--- config.mk ---
export PLATFORM = sky130hd
export DESIGN_NAME = pkt_start
export DESIGN_NICKNAME = d
export VERILOG_FILES = /design/src/pkt_start_pkg.sv /design/src/pkt_start.sv
export SDC_FILE = /design/constraint.sdc
export NUM_CORES = 1
export LEC_CHECK = 0
export ABC_AREA = 1
export BUFFER_PORTS_ARGS = -buffer_cell sky130_fd_sc_hd__buf_2
export CAP_MARGIN = 20
export CORE_ASPECT_RATIO = 1.25
export CORE_MARGIN = 3
export CORE_UTILIZATION = 40
export CTS_BUF_LIST = sky130_fd_sc_hd__clkbuf_8
export DETAILED_ROUTE_END_ITERATION = 12
export SYNTH_ARGS = -nofsm -noshare
export SYNTH_HDL_FRONTEND = slang
export SYNTH_SLANG_ARGS = --single-unit
--- constraint.sdc ---
create_clock -name core_clk_i -period 3.8 [get_ports core_clk_i]
set_input_delay 0.76 -clock core_clk_i [delete_from_list [all_inputs] [get_ports core_clk_i]]
set_output_delay 0.76 -clock core_clk_i [all_outputs]
set_load 0.02 [all_outputs]
--- src/pkt_start_pkg.sv ---
/*
 * constants, field layouts and carriers for the packet-start indicator.
 * assumes a single core clock domain; frame strobes arrive as plain levels.
 */
//
// Operation
// - fixed length is (field+1)*8 receive clocks
// - indication always drops at frame end
// - bit 3 picks fixed length or whole frame
// - bit 2 picks delimiter or first-byte trigger
// - receive indications only with bit 1 set
// - transmit indications only with bit 0 set
// - transmit start taken after the transmit FIFO
// - 10M receive delay from bits 15:11
// - 100M receive delay from bits 10:6
// - 1G receive delay from bits 5:0
// - 10M transmit delay from bits 12:8
// - 100M transmit delay from bits 7:4
// - 1G transmit delay from bits 3:0
// - control resets to 0x0034
`default_nettype none

package pkt_start_pkg;

   // ----------------------------------------
   // register map
   // ----------------------------------------
   localparam logic [15:0] CTRL_ADDR     = 16'h9428;
   localparam logic [15:0] RX_DEL_ADDR   = 16'h9429;
   localparam logic [15:0] TX_DEL_ADDR   = 16'h942a;
   localparam logic [15:0] CTRL_RESET    = 16'h0034;
   localparam logic [15:0] RX_DEL_RESET  = 16'h0000;
   localparam logic [15:0] TX_DEL_RESET  = 16'h0000;
   localparam logic [15:0] CTRL_MASK     = 16'h007f;
   localparam logic [15:0] TX_DEL_MASK   = 16'h1fff;

   // ----------------------------------------
   // timing
   // ----------------------------------------
   localparam int TICK_NS      = 8;
   localparam int CORE_CLK_PS  = 5000;
   localparam int TICK_PS      = TICK_NS * 1000;
   localparam int EIGHTHS      = 8;

   // ----------------------------------------
   // types
   // ----------------------------------------
   typedef enum logic [1:0] {
      SPEED_10M,
      SPEED_100M,
      SPEED_1G
   } speed_t;

   typedef struct packed {
      logic [8:0] reserved;
      logic [2:0] pulse_len_eighths_minus_one;
      logic       fixed_pulse_len_enable;
      logic       delimiter_trigger_enable;
      logic       rx_indication_enable;
      logic       tx_indication_enable;
   } ctrl_t;

   typedef struct packed {
      logic [4:0] rx_delay_10m;
      logic [4:0] rx_delay_100m;
      logic [5:0] rx_delay_1g;
   } rx_del_t;

   typedef struct packed {
      logic [2:0] reserved;
      logic [4:0] tx_delay_10m;
      logic [3:0] tx_delay_100m;
      logic [3:0] tx_delay_1g;
   } tx_del_t;

   // frame strobes for one direction
   typedef struct packed {
      logic frame;
      logic sfd;
   } frame_t;

endpackage : pkt_start_pkg

`default_nettype wire

--- src/pkt_start.sv ---
/*
 * packet-start indicator: one level per direction for time stamp capture.
 * assumes frame strobes from the PHY datapath (tx taken at FIFO output),
 * register port on the core clock, and the receive clock as a foreign pin.
 */
`default_nettype none

module pkt_start (
   // clock and reset
   input  wire logic                  core_clk_i,
   input  wire logic                  rst_i,
   // register port
   input  wire logic                  reg_wr_i,
   input  wire logic [15:0]           reg_addr_i,
   input  wire logic [15:0]           reg_wdata_i,
   output logic      [15:0]           reg_rdata_o,
   // link side
   input  wire logic                  rx_clk_i,
   input  wire pkt_start_pkg::speed_t speed_i,
   input  wire pkt_start_pkg::frame_t rx_i,
   input  wire pkt_start_pkg::frame_t tx_fifo_out_i,
   // indications
   output logic                       rx_pkt_start_o,
   output logic                       tx_pkt_start_o
);

   // ----------------------------------------
   // registers
   // ----------------------------------------
   pkt_start_pkg::ctrl_t   ctrl_q;
   pkt_start_pkg::rx_del_t rx_del_q;
   pkt_start_pkg::tx_del_t tx_del_q;

   wire logic wr_ctrl = reg_wr_i && reg_addr_i == pkt_start_pkg::CTRL_ADDR;
   wire logic wr_rx   = reg_wr_i && reg_addr_i == pkt_start_pkg::RX_DEL_ADDR;
   wire logic wr_tx   = reg_wr_i && reg_addr_i == pkt_start_pkg::TX_DEL_ADDR;

   always_ff @(posedge core_clk_i or posedge rst_i) begin
      if (rst_i) begin
         ctrl_q   <= pkt_start_pkg::CTRL_RESET;
         rx_del_q <= pkt_start_pkg::RX_DEL_RESET;
         tx_del_q <= pkt_start_pkg::TX_DEL_RESET;
      end else begin
         // reserved bits dropped on write so they always read back as zero
         if (wr_ctrl) ctrl_q <= reg_wdata_i & pkt_start_pkg::CTRL_MASK;
         if (wr_rx) rx_del_q <= reg_wdata_i;
         if (wr_tx) tx_del_q <= reg_wdata_i & pkt_start_pkg::TX_DEL_MASK;
      end
   end

   wire logic [15:0] rdata_d =
      (reg_addr_i == pkt_start_pkg::CTRL_ADDR)   ? ctrl_q   :
      (reg_addr_i == pkt_start_pkg::RX_DEL_ADDR) ? rx_del_q :
      (reg_addr_i == pkt_start_pkg::TX_DEL_ADDR) ? tx_del_q : 16'h0000;

   always_ff @(posedge core_clk_i or posedge rst_i) begin
      if (rst_i) reg_rdata_o <= 16'h0000;
      else reg_rdata_o <= rdata_d;
   end

   // ----------------------------------------
   // synchronisers: rx clock, rx strobes, tx strobes
   // ----------------------------------------
   // layout: [4] rx clock, [3:2] rx frame/sfd, [1:0] tx frame/sfd
   logic [4:0] s1_q;
   logic [4:0] s2_q;
   logic       rclk_prev_q;
   always_ff @(posedge core_clk_i or posedge rst_i) begin
      if (rst_i) begin
         s1_q        <= 5'h00;
         s2_q        <= 5'h00;
         rclk_prev_q <= 1'b0;
      end else begin
         s1_q        <= {rx_clk_i, rx_i, tx_fifo_out_i};
         s2_q        <= s1_q;
         rclk_prev_q <= s2_q[4];
      end
   end
   // receive-clock edge drives the eighth-counting and rx delays
   wire logic rclk_rise = s2_q[4] && !rclk_prev_q;

   // ----------------------------------------
   // 8 ns tick for transmit delays
   // ----------------------------------------
   // 8 ns is no whole number of core cycles: a picosecond phase accumulator
   // spaces ticks one or two cycles apart, 8 ns on average, no drift
   logic      [13:0] tick_acc_q;
   wire logic [13:0] tick_sum   = tick_acc_q + 14'(pkt_start_pkg::CORE_CLK_PS);
   wire logic        tick       = tick_sum >= 14'(pkt_start_pkg::TICK_PS);
   wire logic [13:0] tick_acc_d = tick ? tick_sum - 14'(pkt_start_pkg::TICK_PS) : tick_sum;
   always_ff @(posedge core_clk_i or posedge rst_i) begin
      if (rst_i) tick_acc_q <= 14'h0000;
      else tick_acc_q <= tick_acc_d;
   end
   a_tick_gap: assert property (@(posedge core_clk_i) disable iff (rst_i)
      !tick |=> tick) else $error("8 ns tick skipped");
   a_tick_pair: assert property (@(posedge core_clk_i) disable iff (rst_i)
      tick ##1 tick |=> !tick) else $error("8 ns tick too dense");

   // ----------------------------------------
   // delay selection per speed
   // ----------------------------------------
   wire logic [5:0] rx_delay =
      (speed_i == pkt_start_pkg::SPEED_10M)  ? {1'b0, rx_del_q.rx_delay_10m} :
      (speed_i == pkt_start_pkg::SPEED_100M) ? {1'b0, rx_del_q.rx_delay_100m} :
                                               rx_del_q.rx_delay_1g;
   wire logic [5:0] tx_delay =
      (speed_i == pkt_start_pkg::SPEED_10M)  ? {1'b0, tx_del_q.tx_delay_10m} :
      (speed_i == pkt_start_pkg::SPEED_100M) ? {2'b00, tx_del_q.tx_delay_100m} :
                                               {2'b00, tx_del_q.tx_delay_1g};
   wire logic [5:0] len_eighths = 6'(ctrl_q.pulse_len_eighths_minus_one) + 6'h01;

   // ----------------------------------------
   // per-direction engines; index 0 = tx, 1 = rx
   // ----------------------------------------
   logic [1:0] ind_q;
   logic [1:0] seen_q;
   logic [1:0] pend_q;
   logic [5:0] dly_q [2];
   logic [8:0] len_q [2];

   for (genvar d = 0; d < 2; d++) begin : g_dir
      wire logic frame = s2_q[2*d+1];
      wire logic sfd   = s2_q[2*d];
      wire logic en    = d ? ctrl_q.rx_indication_enable : ctrl_q.tx_indication_enable;
      // tx strobes come from after the FIFO so FIFO fill jitter is excluded
      wire logic trig  = en && frame && !seen_q[d] &&
                         (ctrl_q.delimiter_trigger_enable ? sfd : 1'b1);
      wire logic step  = d ? rclk_rise : tick;
      wire logic [5:0] dly = d ? rx_delay : tx_delay;
      wire logic go    = pend_q[d] && dly_q[d] == 6'h00;
      wire logic expire = ctrl_q.fixed_pulse_len_enable && len_q[d] == 9'h000;

      always_ff @(posedge core_clk_i or posedge rst_i) begin
         if (rst_i) begin
            ind_q[d]  <= 1'b0;
            seen_q[d] <= 1'b0;
            pend_q[d] <= 1'b0;
            dly_q[d]  <= 6'h00;
            len_q[d]  <= 9'h000;
         // dropping the enable ends the pulse too; seen clears so the next frame re-arms
         end else if (!frame || !en) begin
            ind_q[d]  <= 1'b0;
            seen_q[d] <= 1'b0;
            pend_q[d] <= 1'b0;
         // delay latched here: a register write mid-count never stretches the wait
         end else if (trig) begin
            seen_q[d] <= 1'b1;
            pend_q[d] <= 1'b1;
            dly_q[d]  <= dly;
         end else if (go) begin
            pend_q[d] <= 1'b0;
            ind_q[d]  <= 1'b1;
            len_q[d]  <= {len_eighths, 3'b000};
         end else begin
            if (pend_q[d] && step) dly_q[d] <= dly_q[d] - 6'h01;
            if (ind_q[d] && rclk_rise && len_q[d] != 9'h000) len_q[d] <= len_q[d] - 9'h001;
            if (ind_q[d] && expire) ind_q[d] <= 1'b0;
         end
      end
   end

   always_comb begin
      tx_pkt_start_o = ind_q[0];
      rx_pkt_start_o = ind_q[1];
   end

   // ----------------------------------------
   // checks
   // ----------------------------------------
   // enables and frame end, both directions
   a_rx_gate_off: assert property (@(posedge core_clk_i) disable iff (rst_i)
      !ctrl_q.rx_indication_enable |=> !ind_q[1]) else $error("rx indication while disabled");
   a_tx_gate_off: assert property (@(posedge core_clk_i) disable iff (rst_i)
      !ctrl_q.tx_indication_enable |=> !ind_q[0]) else $error("tx indication while disabled");
   a_rx_frame_end: assert property (@(posedge core_clk_i) disable iff (rst_i)
      !s2_q[3] |=> !ind_q[1]) else $error("rx indication past frame end");
   a_tx_frame_end: assert property (@(posedge core_clk_i) disable iff (rst_i)
      !s2_q[1] |=> !ind_q[0]) else $error("tx indication past frame end");

   // pulse length and trigger point
   a_len_load: assert property (@(posedge core_clk_i) disable iff (rst_i)
      $rose(ind_q[1]) |-> len_q[1] == {len_eighths, 3'b000}) else $error("bad pulse length");
   a_tx_len_load: assert property (@(posedge core_clk_i) disable iff (rst_i)
      $rose(ind_q[0]) |-> len_q[0] == {len_eighths, 3'b000}) else $error("bad tx pulse length");
   a_fixed_end: assert property (@(posedge core_clk_i) disable iff (rst_i)
      ind_q[1] && ctrl_q.fixed_pulse_len_enable && len_q[1] == 9'h000 && s2_q[3]
      && !$rose(ind_q[1]) |=> !ind_q[1]) else $error("fixed pulse overran");
   a_tx_fixed_end: assert property (@(posedge core_clk_i) disable iff (rst_i)
      ind_q[0] && ctrl_q.fixed_pulse_len_enable && len_q[0] == 9'h000 && s2_q[1]
      && !$rose(ind_q[0]) |=> !ind_q[0]) else $error("fixed tx pulse overran");
   a_sfd_trigger: assert property (@(posedge core_clk_i) disable iff (rst_i)
      $rose(pend_q[1]) |-> $past(ctrl_q.delimiter_trigger_enable) ? $past(s2_q[2]) : 1'b1)
      else $error("rx trigger without delimiter");
   a_tx_sfd_trigger: assert property (@(posedge core_clk_i) disable iff (rst_i)
      $rose(pend_q[0]) |-> $past(ctrl_q.delimiter_trigger_enable) ? $past(s2_q[0]) : 1'b1)
      else $error("tx trigger without delimiter");

   // delays are loaded from the field of the current speed
   a_rx_dly_10m: assert property (@(posedge core_clk_i) disable iff (rst_i)
      $rose(pend_q[1]) && speed_i == pkt_start_pkg::SPEED_10M
      |-> dly_q[1] == {1'b0, rx_del_q.rx_delay_10m})
      else $error("rx 10m delay not loaded");
   a_rx_dly_100m: assert property (@(posedge core_clk_i) disable iff (rst_i)
      $rose(pend_q[1]) && speed_i == pkt_start_pkg::SPEED_100M
      |-> dly_q[1] == {1'b0, rx_del_q.rx_delay_100m})
      else $error("rx 100m delay not loaded");
   a_rx_dly_1g: assert property (@(posedge core_clk_i) disable iff (rst_i)
      $rose(pend_q[1]) && speed_i == pkt_start_pkg::SPEED_1G |-> dly_q[1] == rx_del_q.rx_delay_1g)
      else $error("rx 1g delay not loaded");
   a_tx_dly_10m: assert property (@(posedge core_clk_i) disable iff (rst_i)
      $rose(pend_q[0]) && speed_i == pkt_start_pkg::SPEED_10M
      |-> dly_q[0] == {1'b0, tx_del_q.tx_delay_10m}) else $error("tx 10m delay not loaded");
   a_tx_dly_100m: assert property (@(posedge core_clk_i) disable iff (rst_i)
      $rose(pend_q[0]) && speed_i == pkt_start_pkg::SPEED_100M
      |-> dly_q[0] == {2'b00, tx_del_q.tx_delay_100m})
      else $error("tx 100m delay not loaded");
   a_tx_dly_1g: assert property (@(posedge core_clk_i) disable iff (rst_i)
      $rose(pend_q[0]) && speed_i == pkt_start_pkg::SPEED_1G
      |-> dly_q[0] == {2'b00, tx_del_q.tx_delay_1g})
      else $error("tx 1g delay not loaded");

endmodule : pkt_start

`default_nettype wire

Yosys cells after proc, flatten, opt, wreduce, memory -nomap -nowiden
Cells that the tools add are included.
{ "classes": {"add_sub_neg": 7, "multipliers": 0, "div_mod_pow": 0, "n_lt_le_gt_ge": 1, "eq_ne": 8, "shift": 0, "muxes": 38, "bitwise": 4, "n_reduce_logical": 54} }
{ "op_table": {"columns": ["cell", "n"], "rows": [
  ["$eq 16x16->1 const B", 3],
  ["$mux 6", 8],
  ["$mux 9", 4],
  ["$mux 16", 2],
  ["$logic_and 1x1->1", 22],
  ["$mux 1", 20],
  ["$logic_not 9->1", 2],
  ["$reduce_bool 9->1", 2],
  ["$sub 9x1->9 const B", 2],
  ["$add 14x13->14 const B", 1],
  ["$ge 14x13->1 const B", 1],
  ["$mux 14", 1],
  ["$sub 14x13->14 const B", 1],
  ["$mux 13", 1],
  ["$logic_not 6->1", 2],
  ["$reduce_and 3->1", 4],
  ["$reduce_bool 2->1", 6],
  ["$reduce_bool 3->1", 4],
  ["$sub 6x1->6 const B", 2],
  ["$logic_not 1->1", 7],
  ["$mux 5", 1],
  ["$add 3x1->4 const B", 1],
  ["$mux 4", 1],
  ["$ne 2x1->1 const B", 2],
  ["6 further kinds", 12]
]} }
{ "word_totals": {"reg_bits": 113, "latchBits": 0, "mem_bits_rw": 0, "romBits": 0, "in_bits": 42, "output_inout_bits": 18, "wordCells": 138, "n_memories": 0} }

Depth between registers and ports, before layout
Gate-level depths: netlist (run 1).
{ "depth": {"depth_word": 7, "mapped_depth": 13, "ltp_nobuf": 13} }

Worst setup path after synthesis (run 1)
No wires, ideal clock.
{ "synth_path": {"path_type": "reg-to-reg", "start": "reg tick_acc_q[3]", "end": "reg tick_acc_q[6]", "setup_time_ns": 0.122, "arrival_ns": 1.922, "t_required_ns": 3.678, "setup_slack_ns": 1.757, "stages_incl_launch_ff": 11, "n_path_buf": 1, "synth_period_minus_slack_ns": 2.043, "cell_sequence": "dfrtp_1 -> ha_1 -> nand3_2 -> xor2_1 -> ha_1 -> nand3b_1 -> nor2_4 -> nand3_1 -> nand3_2 -> buf_6 -> xor2_2"} }
{ "synth_between": {"elab_chain_cells": 3, "word_cells_on_any_way": 4, "cone_classes": "2 x add/sub; 1 x order compare; 1 x mux"} }
{ "synth_rtl": {"columns": ["element", "line", "rtl"], "rows": [
  ["start: declaration", "pkt_start.sv:87", "logic [13:0] tick_acc_q;"],
  ["start signal: assignment", "pkt_start.sv:93", "else tick_acc_q <= tick_acc_d;"],
  ["$add 14x13->14 (*)", "pkt_start.sv:88", "wire logic [13:0] tick_sum = tick_acc_q + 14'(pkt_start_pkg::CORE_CLK_PS);"],
  ["$sub 14x13->14 / $ge 14x13->1 (equally long branches)", "pkt_start.sv:90, pkt_start.sv:89", null],
  ["$mux 14 (*)", "pkt_start.sv:90", "wire logic [13:0] tick_acc_d = tick ? tick_sum - 14'(pkt_start_pkg::TICK_PS) : tick_sum;"],
  ["net tick_acc_d[6]", "pkt_start.sv:90", null]
]} }
The timed path passes the listed nets; every way through them passes the cells marked *.
A chain may end at the register's enable or synchronous reset.

Worst setup path after layout (run 1)
{ "layout_path": {"start": "reg tick_acc_q[3]", "end": "reg tick_acc_q[11]"} }
Same word-level chain as after synthesis.

==> results.py, run 1 <==
metrics = {
    "clock_network": {
        "holdBufCountCts": 0,
        "clk_latency_ns": 0.37,
        "cts-root-buf": "clkbuf_8",
        "cts_resized": 0,
        "cts_tree": "built",
        "htree_levels": 3,
        "cts_setup_buffers": 0,
        "cts.path.max_buffers": 2,
        "clk_pin_slew_ns": 0.11,
        "clock-sinks": 110,
        "cts_inserted_buffers": 9,
    },
    "floorplan": {
        "io_pins": 60,
        "fp.coreArea_um2": 12900,
        "die_w_um": 110,
        "die_h_um": 136,
        "start_util_pct": 41.8,
        "row_count": 46,
        "dieArea_um2": 15000,
    },
    "detailed_routing": {
        "wire_per_inst_um": 13.9,
        "wl_mm": 12.2,
        "num_vias": 4402,
        "vias_per_cell": 5.00,
        "firstDrtPassIters": 5,
        "ant_nets": 0,
        "route.detailed.drc": 0,
        "drt_iter0_markers": 241,
    },
    "pwr": {
        "p_seq_share_pct": 61.2,
        "power.density_nw_per_um2": 318,
        "p_leak_uw": 0.00314,
        "p_switching_uw": 474,
        "vdd_drop_max_v": 0.000218,
        "p_int_uw": 1450,
        "pwr-share-clk_pct": 35.2,
        "combPwrFrac_pct": 3.6,
        "switching_share_pct": 24.6,
    },
    "sta": {
        "worst_pin_slew_ns": 0.733,
        "relSlewSlack_pct": 51.1,
        "fin_skew_ns": 0.0112,
        "finalSetupTns_ns": 0,
        "final-setup-viol-count": 0,
        "fmax_mhz": 427,
        "fin_crit_ns": 2.34,
        "rsz0062_at_grt": "no",
        "fin_crit_sh_pct": 61.6,
        "finalHoldViolations": 0,
        "slew_viol_final": 0,
    },
    "grt": {
        "grt_usage_pct": 17.5,
        "gr-total-overflow": 0,
        "grt_max_degree": 61,
        "grt_pass1_wl_mm": 20.7,
        "grt_antenna_before_repair": 0,
        "grt_pass1_vias": 4374,
    },
    "synth": {
        "synth_top_flop_cell": "dfrtp_1",
        "syn-num-nets": 697,
        "yosysTopAreaCellShare_pct": 49.5,
        "syn_area_per_cell_um2": 8.37,
        "yosysWarnings": 0,
        "synth_cells": 647,
        "synthTopCellsByCount": "nand2_1, dfrtp_1, inv_1",
        "synth_most_common_cell": "nand2_1",
        "yosysTopAreaCell": "dfrtp_1",
        "ys_async_sr_fraction_pct": 100,
        "ys_top_cells_by_area": "dfrtp_1, nand2_1, inv_1, o21ai_0, nand3_1",
        "synth_seq_area_share_pct": 50.9,
        "synth_edf_count": 0,
        "ys_ff_latch": 110,
        "syn-cell-area_um2": 5410,
        "synth_cell_type_count": 48,
    },
    "final_layout": {
        "fin_util_pct": 46.8,
        "n_antenna_cell": 0,
        "area.growth.synth_to_final_pct": 12.0,
        "finalInstanceArea_um2": 6060,
        "fin_nets": 757,
        "drive_gt1_share_pct": 14.5,
        "fin_cells": 880,
    },
    "setup_path": {
        "rr_worst_depth": 10,
        "path_max_fanout": 13,
        "r2r_slack_ns": 1.46,
        "endpoint_kind": "flip-flop",
        "crit_type": "reg -> reg",
        "crit_required_ns": 4.05,
        "rr_endpoint": "tick_acc_q[11]$_DFF_PP0_",
        "startpoint_type": "flip-flop",
        "critical_path_arrival_ns": 2.60,
        "reg2reg_from": "tick_acc_q[3]$_DFF_PP0_",
    },
    "placement": {
        "placed_area_um2": 5880,
        "place.gp.congestion": 0.844,
        "post-dp-hpwl_mm": 9.17,
        "dpl.cell_count": 864,
        "portBuffers": 59,
    },
    "worst_hold_path": {
        "hp-class": "reg -> reg",
        "whs_endpoint": "s2_q[4]$_DFF_PP0_",
        "hold_depth": 0,
        "worstHoldStart": "s1_q[4]$_DFF_PP0_",
    },
    "flow_run": {
        "drv_cap": 0,
    },
    "outcome": {
        "status": "finished clean",
    },
}
## through the flow
stage	setup WS [ns]	hold slack, ns	total power, µW
finish	1.46	0.356	1930
global route	1.21	0.371	2020
CTS	1.45	0.368	1960
detailed placement	1.24	0.336	1270
global placement	1.37	0.333	1270
floorplan	0.143	0.331	1230
## power groups by stage
| stage | logic (µW) | clock network, µW | registers (µW) |
|---|---|---|---|
| global placement | 71.9 | 0 | 1200 |
| global route | 80.6 | 756 | 1180 |
| detailed placement | 72.5 | 0 | 1200 |
| floorplan | 34.1 | 0 | 1200 |
| finish | 70.0 | 678 | 1180 |
| CTS | 72.6 | 706 | 1180 |
## state kept, by name (all words and copies together), names as in the netlist
signal,cells
tx_del_q,13
rx_del_q,16
dly_q,12
reg_rdata_o,16
s1_q,5
ctrl_q,5
seen_q,2
g_dir.en,2
pend_q,2
rx_pkt_start_o,1
s2_q,5
tx_pkt_start_o,1
len_q,18
tick_acc_q,11
rclk_prev_q,1
## worst max path at each step
stage | start | endpoint | slack (ns)
finish | tick_acc_q[3]$_DFF_PP0_ | tick_acc_q[11]$_DFF_PP0_ | 1.46
global route | tick_acc_q[3]$_DFF_PP0_ | tick_acc_q[10]$_DFF_PP0_ | 1.21
detailed placement | reg_addr_i[2] | tx_del_q[5]$_DFFE_PP0P_ | 1.24
CTS | tick_acc_q[3]$_DFF_PP0_ | tick_acc_q[9]$_DFF_PP0_ | 1.45
floorplan | rst_i | ctrl_q[3]$_DFFE_PP0P_ | 0.14
global placement | reg_addr_i[2] | tx_del_q[7]$_DFFE_PP0P_ | 1.37
## per-layer routing
metal  global-route usage [%]  routed length [µm]  vias up
met5                        0                   0        -
met4                     5.47                 194        0
met3                     2.71                 471       13
met2                     29.9                6200       97
met1                     22.8                5340     2070
li1                         -                   -     2222
## placed cells by master, fill, tap and decap left out, drive strengths merged, types with 8 or more instances in the layout
master | netlist | routed
xor2 | 12 | 12
o21ai | 68 | 68
o211ai | 8 | 8
nand3 | 53 | 53
nor2 | 47 | 47
a21oi | 13 | 13
buf | 9 | 61
inv | 102 | 106
clkbuf | 3 | 9
ha | 8 | 8
nand2 | 164 | 164
dfrtp | 107 | 107
## cell families (layout without fill, tap and decap cells)
| kind of cell | after synthesis | after routing | share of synthesized area, % |
|---|---|---|---|
| AO/OA/AOI/OAI | 119 | 119 | 12.9 |
| XOR/XNOR | 15 | 15 | 2.91 |
| adder cells (fa/ha/maj) | 8 | 8 | 1.85 |
| buffers and inverters | 114 | 179 | 8.44 |
| flip-flops | 110 | 110 | 50.9 |
| AND/OR/NAND/NOR | 281 | 281 | 22.9 |
## critical path: stages (launching register included)
cell and delay [ns]:
dfrtp_1 0.45, ha_1 0.26, nand3_2 0.11, xor2_1 0.29
ha_1 0.24, nand3b_1 0.16, nor2_4 0.06, nand3_1 0.14
nand3_2 0.28, nand2_1 0.15, o21ai_0 0.08
## cell type report
type / count / area (µm²)
clock buffers: 9 / 124
clock inverters: 7 / 62.6
fillers: 1303 / 6890
inverters: 102 / 385
multi-input cells: 423 / 2200
flip-flops and latches: 110 / 2760
well taps: 168 / 210
repair buffers: 61 / 323
(Power assumes the default switching activity.)
==> run 2: changes to the inputs <==
==> constraint.sdc (replaced) <==
create_clock -name core_clk_i -period 2.35 [get_ports core_clk_i]
set_input_delay 0.47 -clock core_clk_i [delete_from_list [all_inputs] [get_ports core_clk_i]]
set_output_delay 0.47 -clock core_clk_i [all_outputs]
set_load 0.02 [all_outputs]
==> run 2 against run 1 <==
  * Sequential power increased by 62%
  * Core utilization increased by 1.7 points
  * Clock power increased by 80%
  * Setup slack got worse by 1.3 ns
  * Total power increased by 69%
  * Fmax increased by 8.4%
  * Critical path type unchanged
  * Critical endpoint is now dly_q[7]$_DFFE_PP0P_
==> results.py, run 2 (synthesized netlist as in run 1, its figures left out) <==
metrics = {
    "outcome": {
        "status": "finished clean",
    },
    "setup_path": {
        "cpPeakStageDelay_ns": 0.42,
        "cp-endpoint": "dly_q[7]$_DFFE_PP0P_",
        "r2r_slack_ns": 0.19,
        "startpoint_type": "flip-flop",
        "endpoint_kind": "flip-flop",
        "crit_required_ns": 2.63,
        "cp_slowest_cell": "dfrtp_2",
        "reg2reg_from": "tick_acc_q[3]$_DFF_PP0_",
        "crit_type": "reg -> reg",
        "path_max_fanout": 6,
        "critical_path_arrival_ns": 2.44,
        "path_cells": "ha_1 > nand3_2 > xor2_2 > ha_1 > nand3b_1 > nor2_4 > nand3_4 > nand4_4 > nand2_2 > nand2_1 > nand2_1",
        "rr_worst_depth": 11,
        "rr_endpoint": "dly_q[7]$_DFFE_PP0P_",
        "cp-startpoint": "tick_acc_q[3]$_DFF_PP0_",
    },
    "grt": {
        "grt_usage_pct": 18.0,
        "grt_antenna_before_repair": 0,
        "gr-total-overflow": 0,
        "grt_pass1_vias": 4316,
        "grt_max_degree": 36,
        "grt_pass1_wl_mm": 21.0,
    },
    "detailed_routing": {
        "firstDrtPassIters": 5,
        "wl_mm": 12.6,
        "num_vias": 4507,
        "route.detailed.drc": 0,
        "vias_per_cell": 5.02,
        "ant_nets": 0,
        "drt_iter0_markers": 193,
        "wire_per_inst_um": 14.1,
    },
    "clock_network": {
        "cts.path.max_buffers": 2,
        "clk_latency_ns": 0.40,
        "cts_tree": "built",
        "clock-sinks": 110,
        "htree_levels": 3,
        "cts_inserted_buffers": 9,
        "clk_pin_slew_ns": 0.12,
        "cts-root-buf": "clkbuf_8",
    },
    "placement": {
        "place.gp.congestion": 0.858,
        "portBuffers": 59,
        "pre_cts_slack_ns": 0.00676,
        "post-dp-hpwl_mm": 9.44,
    },
    "final_layout": {
        "fin_nets": 775,
        "num-fill-cells": 1272,
        "drive_gt1_share_pct": 17.0,
        "regMostFlops": "len_q",
        "area.growth.synth_to_final_pct": 16.0,
        "n_antenna_cell": 0,
        "final_common_cell": "nand2_1",
        "reg.largest.list": "len_q x18, reg_rdata_o x16, rx_del_q x16",
        "largest_register_ffs": 18,
        "final_cell_mix": "nand2_1, dfrtp_1, inv_1",
    },
    "pwr": {
        "p_leak_uw": 0.00324,
        "power.density_nw_per_um2": 517,
        "vdd_drop_max_v": 0.000385,
    },
    "worst_hold_path": {
        "hp-class": "in -> async",
    },
    "sta": {
        "fin_hold_ws_ns": 0.0965,
        "fin_crit_ns": 2.16,
        "rsz0062_at_grt": "no",
        "finalSetupTns_ns": 0,
        "fmax_mhz": 463,
        "finalHoldViolations": 0,
        "relSlewSlack_pct": 52.7,
        "worst_pin_slew_ns": 0.704,
        "fin_skew_ns": 0.0141,
        "final-setup-viol-count": 0,
        "slew_viol_final": 0,
        "fin_crit_sh_pct": 91.9,
        "fin_ws_ns": 0.191,
    },
    "floorplan": {
        "start_util_pct": 41.8,
        "die_h_um": 136,
        "dieArea_um2": 15000,
        "die_w_um": 110,
        "io_pins": 60,
        "fp.coreArea_um2": 12900,
        "row_count": 46,
    },
    "flow_run": {
        "drv_cap": 0,
    },
}
[run 2: how the worst min path moves through the flow]
stage / startpoint / endpoint / slack [ns] / depth (start not counted)
3_5_place_dp: s1_q[4]$_DFF_PP0_ / s2_q[4]$_DFF_PP0_ / 0.34 / 0
5_1_grt: rst_i / tx_del_q[12]$_DFFE_PP0P_ / 0.12 / 2
4_1_cts: rst_i / tx_del_q[12]$_DFFE_PP0P_ / 0.10 / 2
3_3_place_gp: s1_q[4]$_DFF_PP0_ / s2_q[4]$_DFF_PP0_ / 0.33 / 0
6_report: rst_i / tx_del_q[12]$_DFFE_PP0P_ / 0.1 / 2
2_1_floorplan: s1_q[0]$_DFF_PP0_ / s2_q[0]$_DFF_PP0_ / 0.33 / 0
[run 2: power breakdown]
part	internal (µW)	leakage (µW)	switching, µW
Sequential	1900	0.00140	3.39
Combinational	42.3	0.00173	76.9
Clock	444	0.000108	777
Total	2390	0.00324	858
[run 2: critical path, delay by kind of cell, from the launching register on]
family | cells | cell delay, ns
AND/OR/NAND/NOR | 8 | 1.03
flip-flops | 1 | 0.42
adder cells (fa/ha/maj) | 2 | 0.42
XOR/XNOR | 1 | 0.19
[run 2: layer usage]
| layer | vias up | global-route usage, % | routed length, µm |
|---|---|---|---|
| li1 | 2259 | - | - |
| met1 | 2133 | 23.1 | 5420 |
| met2 | 100 | 30.5 | 6510 |
| met3 | 15 | 3.09 | 506 |
| met4 | 0 | 5.96 | 184 |
| met5 | - | 0 | 0 |
[run 2: layout make-up]
type	instances	area (µm²)	area share, %
multi-input combinational	424	2250	35.8
sequential	110	2760	43.9
timing repair buffer	78	463	7.37
inverter	102	387	6.16
tap	168	210	3.35
clock buffer	9	124	1.97
clock inverter	7	91.3	1.45
[run 2: timing repair]
item	CTS	global route
setup endpoints to repair	1	14
resized for setup	1	6
hold buffers	0	0
pin swaps	0	1
cloned	0	1
buffers inserted	0	6
[run 2: metrics by stage]
stage	instances	util [%]	power (µW)	instance area [µm²]
global route	898	48.5	3370	6280
CTS	891	47.8	3280	6190
finish	898	48.5	3250	6280
detailed placement	875	46.1	2070	5970
floorplan	647	-	2000	5420
global placement	875	46.1	2060	5970
